==> src/irq_coalesce_pkg.sv <==
// Constants and types shared by the self-checking bench and the
// coalescing interrupt controller core.
// Assumes a single 25 MHz system clock and an active-low asynchronous reset.
package irq_coalesce_pkg;

	// ----------------------------------------------------------------
	// Sizes
	// ----------------------------------------------------------------
	localparam int NUM_SRC   = 5;
	localparam int PRI_W     = 3;
	localparam int CPU_PRI_W = 6;
	localparam int TMR_W     = 32;
	localparam int CTL_W     = 11;
	localparam int IDX_W     = 3;

	// ----------------------------------------------------------------
	// Control word fields
	// ----------------------------------------------------------------
	localparam int EP_LSB  = 0;
	localparam int TPC_LSB = 8;

	// ----------------------------------------------------------------
	// Values
	// ----------------------------------------------------------------
	localparam logic [PRI_W-1:0] PRI_NONE     = 3'h0;
	localparam logic [PRI_W-1:0] PRI_SHADOW   = 3'h7;
	localparam logic [PRI_W-1:0] TPC_OFF      = 3'h0;
	localparam logic [TMR_W-1:0] TMR_ZERO     = 32'h0;
	localparam logic [TMR_W-1:0] TMR_STEP     = 32'h1;
	localparam int               VEC_SHIFT    = 5;
	localparam logic [NUM_SRC-1:0] SLEEP_OK   = 5'h1f;

	// Device power state, Gray along RUN -> SLEEP -> IDLE; both bits flip on IDLE -> RUN
	typedef enum logic [1:0] {
		PWR_RUN   = 2'h0,
		PWR_SLEEP = 2'h1,
		PWR_IDLE  = 2'h3
	} power_e;

endpackage

==> src/edge_if.sv <==
// Carrier between the controller core and one edge detector.
// Assumes the core drives pin level and polarity and reads the pulse.
`timescale 1ns/10ps
interface edge_if;
	logic raw;
	logic polarity;
	logic pulse;

	modport det (input raw, input polarity, output pulse);
	modport user (output raw, output polarity, input pulse);
endinterface

==> src/ext_edge_detect.sv <==
// Synchroniser and polarity-selected edge detector for one request pin.
// Assumes the pin is asynchronous to core_clk; pulse lasts one cycle.
`timescale 1ns/10ps
module ext_edge_detect (
	input  wire logic core_clk,
	input  wire logic resetn,
	edge_if.det       e
);

	typedef struct packed {
		logic sync1;
		logic sync2;
		logic prev;
	} det_s;

	localparam det_s DET_RST = '0;

	det_s st;
	det_s next_st;

	// ----------------------------------------------------------------
	// Synchronise, then compare with the previous sample
	// ----------------------------------------------------------------
	always_comb begin
		next_st       = st;
		next_st.sync1 = e.raw;
		next_st.sync2 = st.sync1;
		next_st.prev  = st.sync2;
	end

	always_ff @(posedge core_clk or negedge resetn) begin
		if (!resetn) begin
			st <= DET_RST;
		end else begin
			st <= next_st;
		end
	end

	// High polarity selects rising transitions, low selects falling
	assign e.pulse = (st.sync2 != st.prev) && (st.sync2 == e.polarity);
endmodule

==> src/irq_coalesce_core.sv <==
// Interrupt controller core: five edge-triggered external requests,
// vectored dispatch, temporal-proximity coalescing and SLEEP wake decisions.
// Assumes control inputs are on core_clk; request pins are asynchronous.
//
// Overview of operation
// - Five external inputs raise a request only on a transition, never a level.
// - Control bits 4:0 pick rising or falling edge per input.
// - Multi-vector mode gives each request its own computed vector address.
// - Multi-vector mode selects shadow register set for priority 7 only.
// - Request to CPU as soon as pending priority exceeds CPU priority.
// - Control bits 10:8 give threshold priority that starts the window timer.
// - Each qualifying request reloads the window timer from the reload value.
// - After loading, the timer read returns the live count.
// - While the window runs, requests at or below threshold are held.
// - At timer zero held requests go out if above CPU priority.
// - Threshold zero disables window loads and hold-off; a running count still steps to zero.
// - The reload value is a full 32-bit quantity kept whole.
// - Every controller register returns to reset on any device reset.
// - In SLEEP only sources running in SLEEP are considered, and may wake.
// - In SLEEP a disabled or priority-zero request sets its flag but leaves the power state unchanged.
// - In SLEEP a request above CPU priority wakes to RUN and is served.
// - In SLEEP a held request keeps SLEEP until the timer expires.
// - In SLEEP a request at or below CPU priority moves to IDLE.
`timescale 1ns/10ps
module irq_coalesce_core (
	input  wire logic                                         core_clk,
	input  wire logic                                         resetn,
	input  wire logic [irq_coalesce_pkg::NUM_SRC-1:0]         external_request_inputs,
	input  wire logic [irq_coalesce_pkg::CTL_W-1:0]           irq_control_reg,
	input  wire logic                                         multi_vector,
	input  wire logic                                         single_vec_shadow,
	input  wire logic [31:0]                                  vector_base,
	input  wire logic [irq_coalesce_pkg::NUM_SRC-1:0]         src_enable,
	input  wire logic [irq_coalesce_pkg::NUM_SRC*irq_coalesce_pkg::PRI_W-1:0] src_priority,
	input  wire logic [irq_coalesce_pkg::NUM_SRC-1:0]         flag_clear,
	input  wire logic                                         reload_wr,
	input  wire logic [irq_coalesce_pkg::TMR_W-1:0]           reload_data,
	input  wire logic [irq_coalesce_pkg::CPU_PRI_W-1:0]       current_cpu_priority,
	input  wire logic                                         sleep_enter,
	output logic      [irq_coalesce_pkg::NUM_SRC-1:0]         irq_flags,
	output logic                                              irq_req,
	output logic      [irq_coalesce_pkg::CPU_PRI_W-1:0]       requested_priority,
	output logic      [irq_coalesce_pkg::IDX_W-1:0]           vector_num,
	output logic      [31:0]                                  vector_addr,
	output logic                                              shadow_set,
	output irq_coalesce_pkg::power_e                          power_state,
	output logic      [irq_coalesce_pkg::TMR_W-1:0]           proximity_window_timer
);

	localparam int N  = irq_coalesce_pkg::NUM_SRC;
	localparam int PW = irq_coalesce_pkg::PRI_W;
	localparam int TW = irq_coalesce_pkg::TMR_W;

	typedef struct packed {
		logic [N-1:0]                             flag;
		logic [TW-1:0]                            reload;
		logic [TW-1:0]                            count;
		logic                                     loaded;
		logic                                     irq_req;
		logic [irq_coalesce_pkg::CPU_PRI_W-1:0]   req_pri;
		logic [irq_coalesce_pkg::IDX_W-1:0]       vec_num;
		logic [31:0]                              vec_addr;
		logic                                     shadow;
		irq_coalesce_pkg::power_e                 pwr;
		logic [TW-1:0]                            timer_read;
	} core_s;

	localparam core_s CORE_RST = '{
		flag:       '0,
		reload:     irq_coalesce_pkg::TMR_ZERO,
		count:      irq_coalesce_pkg::TMR_ZERO,
		loaded:     1'b0,
		irq_req:    1'b0,
		req_pri:    '0,
		vec_num:    '0,
		vec_addr:   32'h0,
		shadow:     1'b0,
		pwr:        irq_coalesce_pkg::PWR_RUN,
		timer_read: irq_coalesce_pkg::TMR_ZERO
	};

	core_s        st;
	core_s        next_st;
	logic [N-1:0] pulse;
	logic [PW-1:0] thr;
	logic [PW-1:0] best_pri;
	logic [irq_coalesce_pkg::IDX_W-1:0] best_idx;
	logic         any_pend;
	logic         load;
	logic         hold;
	logic         deliver;

	assign thr = irq_control_reg[irq_coalesce_pkg::TPC_LSB +: PW];

	// ----------------------------------------------------------------
	// Edge detectors, one per external request pin
	// ----------------------------------------------------------------
	generate
		for (genvar i = 0; i < N; i++) begin : g_src
			edge_if e ();
			assign e.raw      = external_request_inputs[i];
			assign e.polarity = irq_control_reg[irq_coalesce_pkg::EP_LSB + i];
			assign pulse[i]   = e.pulse;
			ext_edge_detect u_det (
				.core_clk (core_clk),
				.resetn   (resetn),
				.e        (e.det)
			);
		end
	endgenerate

	// ----------------------------------------------------------------
	// Arbitration, coalescing window and power decisions
	// ----------------------------------------------------------------
	always_comb begin
		logic [PW-1:0] p;
		logic          cand;
		p        = '0;
		cand     = 1'b0;
		next_st  = st;
		best_pri = irq_coalesce_pkg::PRI_NONE;
		best_idx = '0;
		any_pend = 1'b0;
		load     = 1'b0;
		for (int i = 0; i < N; i++) begin
			p    = src_priority[i*PW +: PW];
			cand = st.flag[i] && src_enable[i]
				&& (p != irq_coalesce_pkg::PRI_NONE)
				&& (st.pwr != irq_coalesce_pkg::PWR_SLEEP
				|| irq_coalesce_pkg::SLEEP_OK[i]);
			// Lowest index wins among equal priorities
			if (cand && (!any_pend || p > best_pri)) begin
				best_pri = p;
				best_idx = i[irq_coalesce_pkg::IDX_W-1:0];
				any_pend = 1'b1;
			end
			// A fresh edge at or below the threshold restarts the window
			if (pulse[i] && src_enable[i] && p != irq_coalesce_pkg::PRI_NONE
				&& p <= thr && thr != irq_coalesce_pkg::TPC_OFF) begin
				load = 1'b1;
			end
		end

		hold = (thr != irq_coalesce_pkg::TPC_OFF)
			&& (st.count != irq_coalesce_pkg::TMR_ZERO || load)
			&& (best_pri <= thr);
		deliver = any_pend && !hold
			&& ({3'h0, best_pri} > current_cpu_priority);

		// Set wins over a clear arriving in the same cycle
		next_st.flag = (st.flag & ~flag_clear) | pulse;

		if (reload_wr) begin
			next_st.reload = reload_data;
		end
		if (load) begin
			next_st.count  = st.reload;
			next_st.loaded = 1'b1;
		end else if (st.count != irq_coalesce_pkg::TMR_ZERO) begin
			next_st.count = st.count - irq_coalesce_pkg::TMR_STEP;
		end
		next_st.timer_read = next_st.loaded ? next_st.count : next_st.reload;

		next_st.irq_req  = deliver;
		next_st.req_pri  = {3'h0, best_pri};
		next_st.vec_num  = best_idx;
		next_st.vec_addr = multi_vector
			? vector_base + ({29'h0, best_idx} << irq_coalesce_pkg::VEC_SHIFT)
			: vector_base;
		next_st.shadow   = multi_vector
			? (best_pri == irq_coalesce_pkg::PRI_SHADOW)
			: single_vec_shadow;

		case (st.pwr)
			irq_coalesce_pkg::PWR_RUN: begin
				if (sleep_enter) begin
					next_st.pwr = irq_coalesce_pkg::PWR_SLEEP;
				end
			end
			irq_coalesce_pkg::PWR_SLEEP: begin
				if (deliver) begin
					next_st.pwr = irq_coalesce_pkg::PWR_RUN;
				end else if (any_pend && !hold) begin
					next_st.pwr = irq_coalesce_pkg::PWR_IDLE;
				end
				// Held requests leave the state alone until expiry
			end
			irq_coalesce_pkg::PWR_IDLE: begin
				if (deliver) begin
					next_st.pwr = irq_coalesce_pkg::PWR_RUN;
				end
			end
			default: begin
				next_st.pwr = irq_coalesce_pkg::PWR_RUN;
			end
		endcase
	end

	// ----------------------------------------------------------------
	// State register
	// ----------------------------------------------------------------
	always_ff @(posedge core_clk or negedge resetn) begin
		if (!resetn) begin
			st <= CORE_RST;
		end else begin
			st <= next_st;
		end
	end

	// ----------------------------------------------------------------
	// Outputs
	// ----------------------------------------------------------------
	assign irq_flags              = st.flag;
	assign irq_req                = st.irq_req;
	assign requested_priority     = st.req_pri;
	assign vector_num             = st.vec_num;
	assign vector_addr            = st.vec_addr;
	assign shadow_set             = st.shadow;
	assign power_state            = st.pwr;
	assign proximity_window_timer = st.timer_read;
endmodule

==> config.mk <==
export PLATFORM = sky130hd
export DESIGN_NAME = irq_coalesce_core
export DESIGN_NICKNAME = d
export VERILOG_FILES = /design/src/irq_coalesce_pkg.sv /design/src/edge_if.sv /design/src/ext_edge_detect.sv /design/src/irq_coalesce_core.sv
export SDC_FILE = /design/constraint.sdc
export NUM_CORES = 1
export LEC_CHECK = 0
export BUFFER_PORTS_ARGS = -buffer_cell sky130_fd_sc_hd__buf_2
export CAP_MARGIN = 40
export CORE_ASPECT_RATIO = 0.6
export CORE_MARGIN = 2
export CORE_UTILIZATION = 49
export DETAILED_ROUTE_END_ITERATION = 10
export MAX_ROUTING_LAYER = met4
export PLACE_DENSITY = 0.82
export SLEW_MARGIN = 10
export SYNTH_ARGS = -nofsm -noshare
export SYNTH_HDL_FRONTEND = slang
export SYNTH_SLANG_ARGS = --single-unit
==> constraint.sdc <==
create_clock -name core_clk -period 6.67 [get_ports core_clk]
set_clock_uncertainty 0.1 [all_clocks]
set_input_delay 0.667 -clock core_clk [delete_from_list [all_inputs] [get_ports core_clk]]
set_output_delay 0.667 -clock core_clk [all_outputs]
set_load 0.03 [all_outputs]
Yosys cells after proc, flatten, opt, wreduce, memory -nomap -nowiden
Cells that the tools add are included.
{"block": "classes", "reduce_logical": 62, "shift": 0, "n_bitwise": 3, "n_addsub": 2, "eq_ne": 16, "mux": 31, "mul": 0, "order_cmp": 11, "div_mod_pow": 0}
{"cell": "2-to-1 mux 32 bit", "count": 5}
{"cell": "logical AND 1 bit", "count": 43}
{"cell": "adder 32 x 8 -> 32 bit", "count": 1}
{"cell": "nonzero test 32 bit", "count": 1}
{"cell": "subtractor 32 x 1 -> 32 bit, second input constant", "count": 1}
{"cell": "2-to-1 mux 3 bit", "count": 7}
{"cell": "<= comparator 3 bit", "count": 6}
{"cell": "nonzero test 3 bit", "count": 6}
{"cell": "2-to-1 mux 1 bit", "count": 13}
{"cell": "> comparator 3 bit", "count": 4}
{"cell": "2-to-1 mux 2 bit", "count": 5}
{"cell": "> comparator 3 x 6 -> 1 bit", "count": 1}
{"cell": "case mux 2 bit (3 select lines)", "count": 1}
{"cell": "AND 5 bit", "count": 1}
{"cell": "equality test 1 bit", "count": 5}
{"cell": "zero test 1 bit", "count": 5}
{"cell": "logical OR 1 bit", "count": 5}
{"cell": "inequality test 1 bit", "count": 5}
{"cell": "NOT 5 bit", "count": 1}
{"cell": "OR 5 bit", "count": 1}
{"cell": "inequality test 2 bit, second input constant", "count": 2}
{"cell": "equality test 3 bit, second input constant", "count": 1}
{"cell": "inequality test 3 bit, second input constant", "count": 1}
{"cell": "AND reduction 3 bit", "count": 1}
{"cell": "other kinds (3)", "count": 3}
{"block": "totals", "ff_bits": 159, "out_inout_bits": 82, "inputBits": 117, "latchBits": 0, "mem_bits_rw": 0, "romBits": 0, "wordCells": 151, "memories": 0}

Depth between registers and ports, before layout
Gate-level depths: netlist (run 1).
{"block": "logic_depth", "word_depth": 26, "mapped_depth": 39, "mapped_depth_nobuf": 38}

Modules after synthesis
Synthesis (run 1) repeated with hierarchy kept, for this count alone.
{"block": "hier_totals", "hier_cells": 844, "hier_area_um2": 8659.6}
{"module": "irq_coalesce_core", "seq_area_each_um2": 3603.5, "area_each_um2": 8171.6, "instances": 1, "cells_per_inst": 814}
{"module": "ext_edge_detect", "seq_area_each_um2": 75.1, "area_each_um2": 97.6, "instances": 5, "cells_per_inst": 6}

Worst setup path before layout (run 1)
Ideal clock, no wire load.
{"block": "synth_timing", "kind": "input-to-reg", "from": "in src_priority[1] (netlist name)", "to": "reg st, in the netlist vector_addr[31]", "t_required_ns": 6.491, "slack_ns": -0.261, "arrival_ns": 6.752, "n_path_buf": 1, "stages": 32, "path_cell_list": "nand3_1 -> ha_1 -> a211oi_1 -> nor3_1 -> o22a_1 -> ha_1 -> a211oi_1 -> a2bb2oi_1 -> or2_2 -> clkbuf_1 -> o21ai_0 -> ha_1 -> a211o_1 -> a21boi_0 -> o22ai_1 -> a21oi_1 -> a21oi_1 -> ha_1 -> nor2b_1 -> o21a_1 -> o21ai_0 -> a21oi_2 -> nor2_1 -> ha_1 -> inv_1 -> fa_1 -> nor2b_1 -> o21ai_0 -> nor3_1 -> nand2_1 -> nor3_1 -> xor2_1"}
{"element": "start, declared", "line": "irq_coalesce_core.sv:34", "text": "input wire logic [irq_coalesce_pkg::NUM_SRC*irq_coalesce_pkg::PRI_W-1:0] src_priority,"}
{"element": "end signal, assigned", "line": "irq_coalesce_core.sv:206", "text": "st <= next_st;"}
{"element": "end, declared", "line": "irq_coalesce_core.sv:82", "text": "core_s st;"}

Worst setup path after layout (run 1)
{"block": "layout_timing", "from": "reg st, in the netlist irq_flags[0]", "to": "reg st, in the netlist power_state[0]"}
{"block": "layout_between", "elab_chain_len": 26, "word_cells_on_any_way": 39, "classes_between": "order compare: 6; eq/ne: 2; mux: 12; reduce/logical: 19"}
{"element": "logical AND 1 bit *", "line": "irq_coalesce_core.sv:127", "text": "cand = st.flag[i] && src_enable[i]"}
{"element": "logical AND 1 bit *", "line": "irq_coalesce_core.sv:128", "text": "&& (p != irq_coalesce_pkg::PRI_NONE)"}
{"element": "2-to-1 mux 3 bit / 2-to-1 mux 1 bit (equally long branches)", "line": "irq_coalesce_core.sv:132", "text": "if (cand && (!any_pend || p > best_pri)) begin"}
{"element": "> comparator 3 bit / zero test 1 bit (equally long branches)", "line": "irq_coalesce_core.sv:132"}
{"element": "logical OR 1 bit", "line": "irq_coalesce_core.sv:132"}
{"element": "logical AND 1 bit", "line": "irq_coalesce_core.sv:132"}
{"element": "2-to-1 mux 3 bit / 2-to-1 mux 1 bit (equally long branches)", "line": "irq_coalesce_core.sv:132"}
{"element": "> comparator 3 bit / zero test 1 bit (equally long branches)", "line": "irq_coalesce_core.sv:132"}
{"element": "[... 11 more ...]"}
{"element": "net best_pri[1]", "line": "irq_coalesce_core.sv:86", "text": "logic [PW-1:0] best_pri;"}
{"element": "<= comparator 3 bit", "line": "irq_coalesce_core.sv:146", "text": "&& (best_pri <= thr);"}
{"element": "logical AND 1 bit", "line": "irq_coalesce_core.sv:146"}
{"element": "zero test 1 bit", "line": "irq_coalesce_core.sv:147", "text": "deliver = any_pend && !hold"}
{"element": "logical AND 1 bit", "line": "irq_coalesce_core.sv:147"}
{"element": "logical AND 1 bit *", "line": "irq_coalesce_core.sv:148", "text": "&& ({3'h0, best_pri} > current_cpu_priority);"}
{"element": "net deliver", "line": "irq_coalesce_core.sv:91", "text": "logic deliver;"}
{"element": "inequality test 3 bit (no source line) (tied with other cells)"}
{"element": "AND reduction 3 bit (no source line) / case mux 2 bit (3 select lines) (equally long branches)"}
Mark *: on every way through the listed nets, which the timed path passes. The rest lies on a longest branch.
A chain may end at the register's enable or synchronous reset.

==> impl_metrics.py, run 1 <==
metrics = {
    "run_status": {
        "status": "completed",
    },
    "synth": {
        "synth.mux.area_fraction_pct": 4.44,
        "synth_top_family_by_area": "simple AND/OR/NAND/NOR gates",
        "async_reset_ff_share_pct": 100,
        "synth_adder_area_share_pct": 5.77,
        "netlist_instances": 854,
        "ys_warn_count": 0,
        "synth_xor_area_share_pct": 5.61,
        "syn_avg_cell_area_um2": 10.1,
        "synth_edf_count": 0,
        "netlist_area_um2": 8590,
        "synth_compound_area_share_pct": 12.8,
        "ys.flop_type": "dfrtp_1",
        "yosys_register_bits": 159,
        "yosys.area_share.simple_pct": 15.3,
        "ys_seq_area_share_pct": 46.3,
        "synth_cell_type_count": 63,
    },
    "clocking": {
        "clk_root_buffer_cell": "clkbuf_16",
        "clkTransAtPathRegs_ns": 0.07,
        "cts_buffer_depth": 2,
        "htree_num_levels": 4,
        "clock_sinks": 159,
        "cts_tree": "built",
        "insertion_delay_ns": 0.43,
        "cts_buffers": 17,
        "hold_buffers": 0,
    },
    "grt": {
        "grt_pass1_wl_um": 33800,
        "grt_usage_pct": 23.8,
        "grt_pass1_vias": 6467,
        "grt_max_degree": 84,
        "grt_overflow": 0,
        "antenna_found_initial": 2,
    },
    "setup_path": {
        "start_kind": "register",
        "critPathMaxFanout": 6,
        "cpLargestDelayFamily": "compound AO/OA/AOI/OAI gates",
        "crit_path_end": "power_state[0]",
        "slowest_stage": "dfrtp_2",
        "ff2ff_setup_slack_ns": 0.16,
        "arrival_ns": 6.72,
        "slowest_delay_ns": 0.43,
        "end_kind": "register",
        "criticalPathCategory": "register to register",
        "cp.depth": 37,
        "worst-path-buf-inv": 5,
        "startpoint": "irq_flags[0]",
        "reg2reg_to": "power_state[0]",
        "reg2regPathDepth": 37,
        "crit_required_ns": 6.88,
        "r2r-start": "irq_flags[0]",
        "cp_common_cell": "a21oi_2",
    },
    "layout": {
        "fin_area_um2": 10500,
        "syn_to_final_growth_pct": 22.1,
        "fillerInstances": 1415,
        "final_nets": 1176,
        "drive_above_1_share_pct": 35.7,
    },
    "sta": {
        "rsz0062_at_grt": "true",
        "slew_headroom_pct": 37.1,
        "drv_slew": 0,
        "min_period_over_period_pct": 97.6,
        "finalHoldViolCount": 0,
        "worst_pin_slew_ns": 0.936,
        "max_freq_ghz": 0.154,
        "tns_ns": 0,
        "layout_min_cycle_time_ns": 6.51,
        "hold_slack_ns": 0.184,
        "setup_viol": 0,
    },
    "route": {
        "viasPerCell": 5.45,
        "first_pass_iters": 4,
        "route.detailed.drc": 0,
        "dr.first_iter.drc_count": 409,
        "wl_per_cell_um": 16.9,
        "detailroute.via_count": 6910,
        "totalWireLength_um": 21400,
        "drtAntennaViolNets": 0,
    },
    "floorplan": {
        "dieWidth_um": 175,
        "io_pins": 199,
        "rows": 37,
        "start_util_pct": 50.2,
        "core_um2": 17100,
        "die-area_um2": 18600,
        "die_h_um": 107,
    },
    "placed_design": {
        "placed_area_um2": 9540,
        "hpwl_um": 15300,
        "place_congestion": 0.901,
        "portBuffers": 192,
    },
    "power": {
        "p_total_mw": 3.43,
        "p_leak_nw": 4.82,
        "cellPowerDensity_nw_per_um2": 327,
        "vdd_drop_max_uv": 173,
    },
    "hold_path": {
        "hold_class": "input pin to async pin",
    },
    "job": {
        "maxCapViolCount": 0,
    },
}
==> logic make-up (layout without fill, tap and decap cells) <==
| group | after synthesis | in the layout |
|---|---|---|
| other | 1 | 5 |
| DFF | 159 | 159 |
| and+or+nand+nor | 267 | 267 |
| AOI/OAI and AO/OA | 157 | 157 |
| muxes | 34 | 34 |
| adders and majority gates | 39 | 39 |
| xor gates and xnor gates | 55 | 55 |
| buffers and inverters | 142 | 318 |
==> cell usage in the layout (no fill, tap or decap), drive strengths merged, types with 5 or more instances in the layout <==
master,instances
nand4,9
o22ai,8
a2bb2oi,6
a22oi,9
o2bb2ai,9
a21o,15
o21a,7
nor2b,14
nand2,28
o21ai,24
mux2,33
nor2,115
xnor2,32
clkbuf,20
or3,7
ha,38
nor4,13
buf,251
xor2,23
inv,38
or2,8
clkinv,5
nand3,31
a21oi,35
dfrtp,159
o22a,19
nor3,18
==> worst min path at each step <==
stage	startpoint	endpoint	slack (ns)	cells after the start
CTS	resetn	proximity_window_timer[20]	0.21	1
global route	external_request_inputs[1]	g_src[1].u_det.next_st[1]	0.22	1
finish	resetn	proximity_window_timer[20]	0.18	1
global placement	g_src[1].u_det.next_st[1]	g_src[1].u_det.next_st[0]	0.24	0
floorplan	g_src[0].u_det.next_st[1]	g_src[0].u_det.next_st[0]	0.23	0
detailed placement	g_src[0].u_det.next_st[1]	g_src[0].u_det.next_st[0]	0.24	0
==> final cells by class <==
cell class	count	area [µm²]	area share, %
inverter	36	135	1.29
sequential	159	3980	37.9
multi-input combinational	555	4040	38.5
tap	234	293	2.79
clock inverter	11	155	1.48
clock buffer	20	447	4.26
timing repair buffer	251	1430	13.7
antenna	2	5.00	0.0477
==> per-layer routing <==
metal	track usage (%)	routed length (µm)
met4	5.89	199
met3	4.79	1420
met1	35.2	10500
met5	-	0
met2	33.6	9320
==> what timing repair did <==
item	CTS	global route
gates resized for setup	5	54
pin swaps	2	31
setup endpoints to repair	5	27
setup buffers	1	12
hold endpoints to repair	0	0
==> Yosys cell counts (all sizes together) (4+ instances only) <==
library cell  instances  share of area [%]
o21ai                24                1.4
o311ai                4               0.41
o22ai                 8               0.58
a2bb2oi               6               0.61
nor2b                14                1.0
nor2                115                5.0
nor3                 18                1.2
or4                   4               0.39
o2bb2ai               9               0.92
xor2                 23                2.3
buf                  85                7.3
a21oi                35                2.1
nand3                31                1.8
inv                  35                1.5
clkbuf               21               0.92
ha                   38                5.5
nand4                 9               0.66
nand2                28                1.2
dfrtp               159                 46
or3                   7               0.51
o22a                 19                1.9
or2                   8               0.58
o21a                  7               0.61
nor4                 13               0.95
a22oi                 9               0.79
a21o                 15                1.3
xnor2                32                3.3
mux2                 33                4.3
and4                  4               0.41
==> registers in the layout, indices dropped and copies added (netlist names) <==
name / cells
g_src.u_det.st: 5
irq_flags: 5
g_src.u_det.next_st: 10
st: 65
proximity_window_timer: 32
vector_addr: 32
shadow_set: 1
vector_num: 3
irq_req: 1
power_state: 2
requested_priority: 3
==> stage by stage <==
stage               utilization, %  std cells  worst slack [ns]
finish                        61.2       1268             0.158
global route                  61.2       1268            -0.167
CTS                           59.4       1255            0.0130
detailed placement            55.7       1223            -0.471
global placement              55.6       1222            -0.339
floorplan                        -        856            0.0387
==> power breakdown <==
part / leakage, nW / internal, mW / switching [mW]
clock: 0.291 / 0.602 / 0.410
combinational: 2.70 / 0.434 / 0.663
sequential: 1.83 / 1.17 / 0.149
No activity file was read; power rests on OpenSTA's default activity.
==> run 2: changes to the inputs <==
--- a/config.mk
+++ b/config.mk
@@ -13,6 +13,7 @@
 export DETAILED_ROUTE_END_ITERATION = 10
 export MAX_ROUTING_LAYER = met4
 export PLACE_DENSITY = 0.82
+export REMOVE_ABC_BUFFERS = 1
 export SLEW_MARGIN = 10
 export SYNTH_ARGS = -nofsm -noshare
 export SYNTH_HDL_FRONTEND = slang
==> impl_metrics.py, run 2 (synthesized netlist as in run 1, its figures left out) <==
metrics = {
    "run_status": {
        "status": "completed",
    },
    "grt": {
        "grt_max_degree": 59,
        "grt_usage_pct": 23.8,
        "grt_pass1_vias": 6442,
        "grt_overflow": 0,
        "antenna_found_initial": 1,
        "grt_pass1_wl_um": 33700,
    },
    "setup_path": {
        "criticalPathCategory": "register to register",
        "slowest_delay_ns": 0.41,
        "r2r-start": "irq_flags[0]",
        "start_kind": "register",
        "startpoint": "irq_flags[0]",
        "cp_common_cell": "a21oi_2",
        "crit_required_ns": 6.87,
        "critPathMaxFanout": 6,
        "slowest_stage": "dfrtp_1",
        "arrival_ns": 6.58,
        "ff2ff_setup_slack_ns": 0.29,
        "end_kind": "register",
    },
    "floorplan": {
        "io_pins": 199,
        "die-area_um2": 18600,
        "rows": 37,
        "core_um2": 17100,
        "start_util_pct": 50.2,
        "dieWidth_um": 175,
        "die_h_um": 107,
    },
    "placed_design": {
        "placed_area_um2": 9540,
        "hpwl_um": 15800,
        "portBuffers": 192,
        "place_congestion": 0.934,
    },
    "clocking": {
        "clk_root_buffer_cell": "clkbuf_16",
        "cts_buffers": 17,
        "hold_buffers": 0,
        "clock_sinks": 159,
        "cts_tree": "built",
        "htree_num_levels": 4,
        "insertion_delay_ns": 0.42,
        "cts_buffer_depth": 2,
        "clkTransAtPathRegs_ns": 0.07,
    },
    "sta": {
        "finalHoldViolCount": 0,
        "worst_pin_slew_ns": 0.846,
        "hold_slack_ns": 0.0654,
        "min_period_over_period_pct": 95.6,
        "layout_min_cycle_time_ns": 6.38,
        "max_freq_ghz": 0.157,
        "setup_viol": 0,
        "slew_headroom_pct": 43.6,
        "tns_ns": 0,
        "drv_slew": 0,
    },
    "route": {
        "drtAntennaViolNets": 0,
        "totalWireLength_um": 21200,
        "wl_per_cell_um": 16.8,
        "viasPerCell": 5.35,
        "route.detailed.drc": 0,
        "detailroute.via_count": 6745,
        "first_pass_iters": 5,
        "dr.first_iter.drc_count": 376,
    },
    "job": {
        "maxCapViolCount": 0,
    },
    "power": {
        "vdd_drop_max_uv": 194,
        "p_leak_nw": 4.76,
        "p_total_mw": 3.34,
        "cellPowerDensity_nw_per_um2": 323,
    },
    "layout": {
        "largest_register": "st",
        "final_cell_mix": "buf_2 (191), dfrtp_1 (159), nor2_1 (115)",
        "fin_area_um2": 10400,
        "syn_to_final_growth_pct": 20.7,
        "final_nets": 1169,
        "largest_reg_flops": 65,
        "drive_above_1_share_pct": 34.5,
        "final_common_cell": "buf_2",
    },
    "hold_path": {
        "hold_class": "input pin to async pin",
    },
}
-- run 2: worst paths after layout --
kind                                              to  cells after the start
max in group asynchronous               irq_flags[3]                      2
min in group core_clk      g_src[3].u_det.next_st[0]                      0
setup / recovery                      power_state[0]                     39
setup reg to reg                      power_state[0]                     39
hold reg to reg            g_src[3].u_det.next_st[0]                      0
hold / removal                        vector_addr[1]                      1
-- run 2: through the flow --
step / setup WS, ns / util (%) / instances
2_1_floorplan: -0.107 / - / 750
3_3_place_gp: -0.456 / 55.5 / 1221
3_5_place_dp: -0.623 / 55.7 / 1223
4_1_cts: 0.0233 / 59.3 / 1255
5_1_grt: -0.0313 / 60.5 / 1261
6_report: 0.292 / 60.5 / 1261
-- run 2: what timing repair did --
item                                    4_1_cts  5_1_grt
pin swaps                                     1       18
endpoints found under the setup margin       12       26
gates resized for setup                      11       35
setup buffers                                 0        5
-- run 2: layout make-up --
| class | instances | area [µm²] |
|---|---|---|
| clock inverter | 15 | 151 |
| timing repair buffer | 244 | 1390 |
| multi-input combinational | 555 | 4000 |
| clock buffer | 17 | 425 |
| tap | 234 | 293 |
| inverter | 36 | 135 |
| antenna | 1 | 2.50 |
| sequential | 159 | 3980 |
| fill | 1418 | 6760 |
-- run 2: worst max-delay path, delay by kind of cell, from the launching register on --
family / cells / cell delay (ns)
adder cells (fa/ha/maj): 5 / 1.18
AO/OA/AOI/OAI: 20 / 3.10
buffers and inverters: 6 / 0.51
AND/OR/NAND/NOR: 8 / 0.97
flip-flops: 1 / 0.41
-- run 2: where the power goes --
part           total (mW)  switching (mW)  internal [mW]
combinational        1.08           0.652          0.424
sequential           1.31           0.144           1.17
clock               0.957           0.457          0.499
total                3.34            1.25           2.09
-- run 2: layer usage --
layer  part of all wire [%]  track usage [%]  routed length, µm
met5                      0                -                  0
met4                    1.1             5.48                225
met3                    6.1             4.82               1300
met2                     43             33.8               9080
met1                     50             35.2              10600
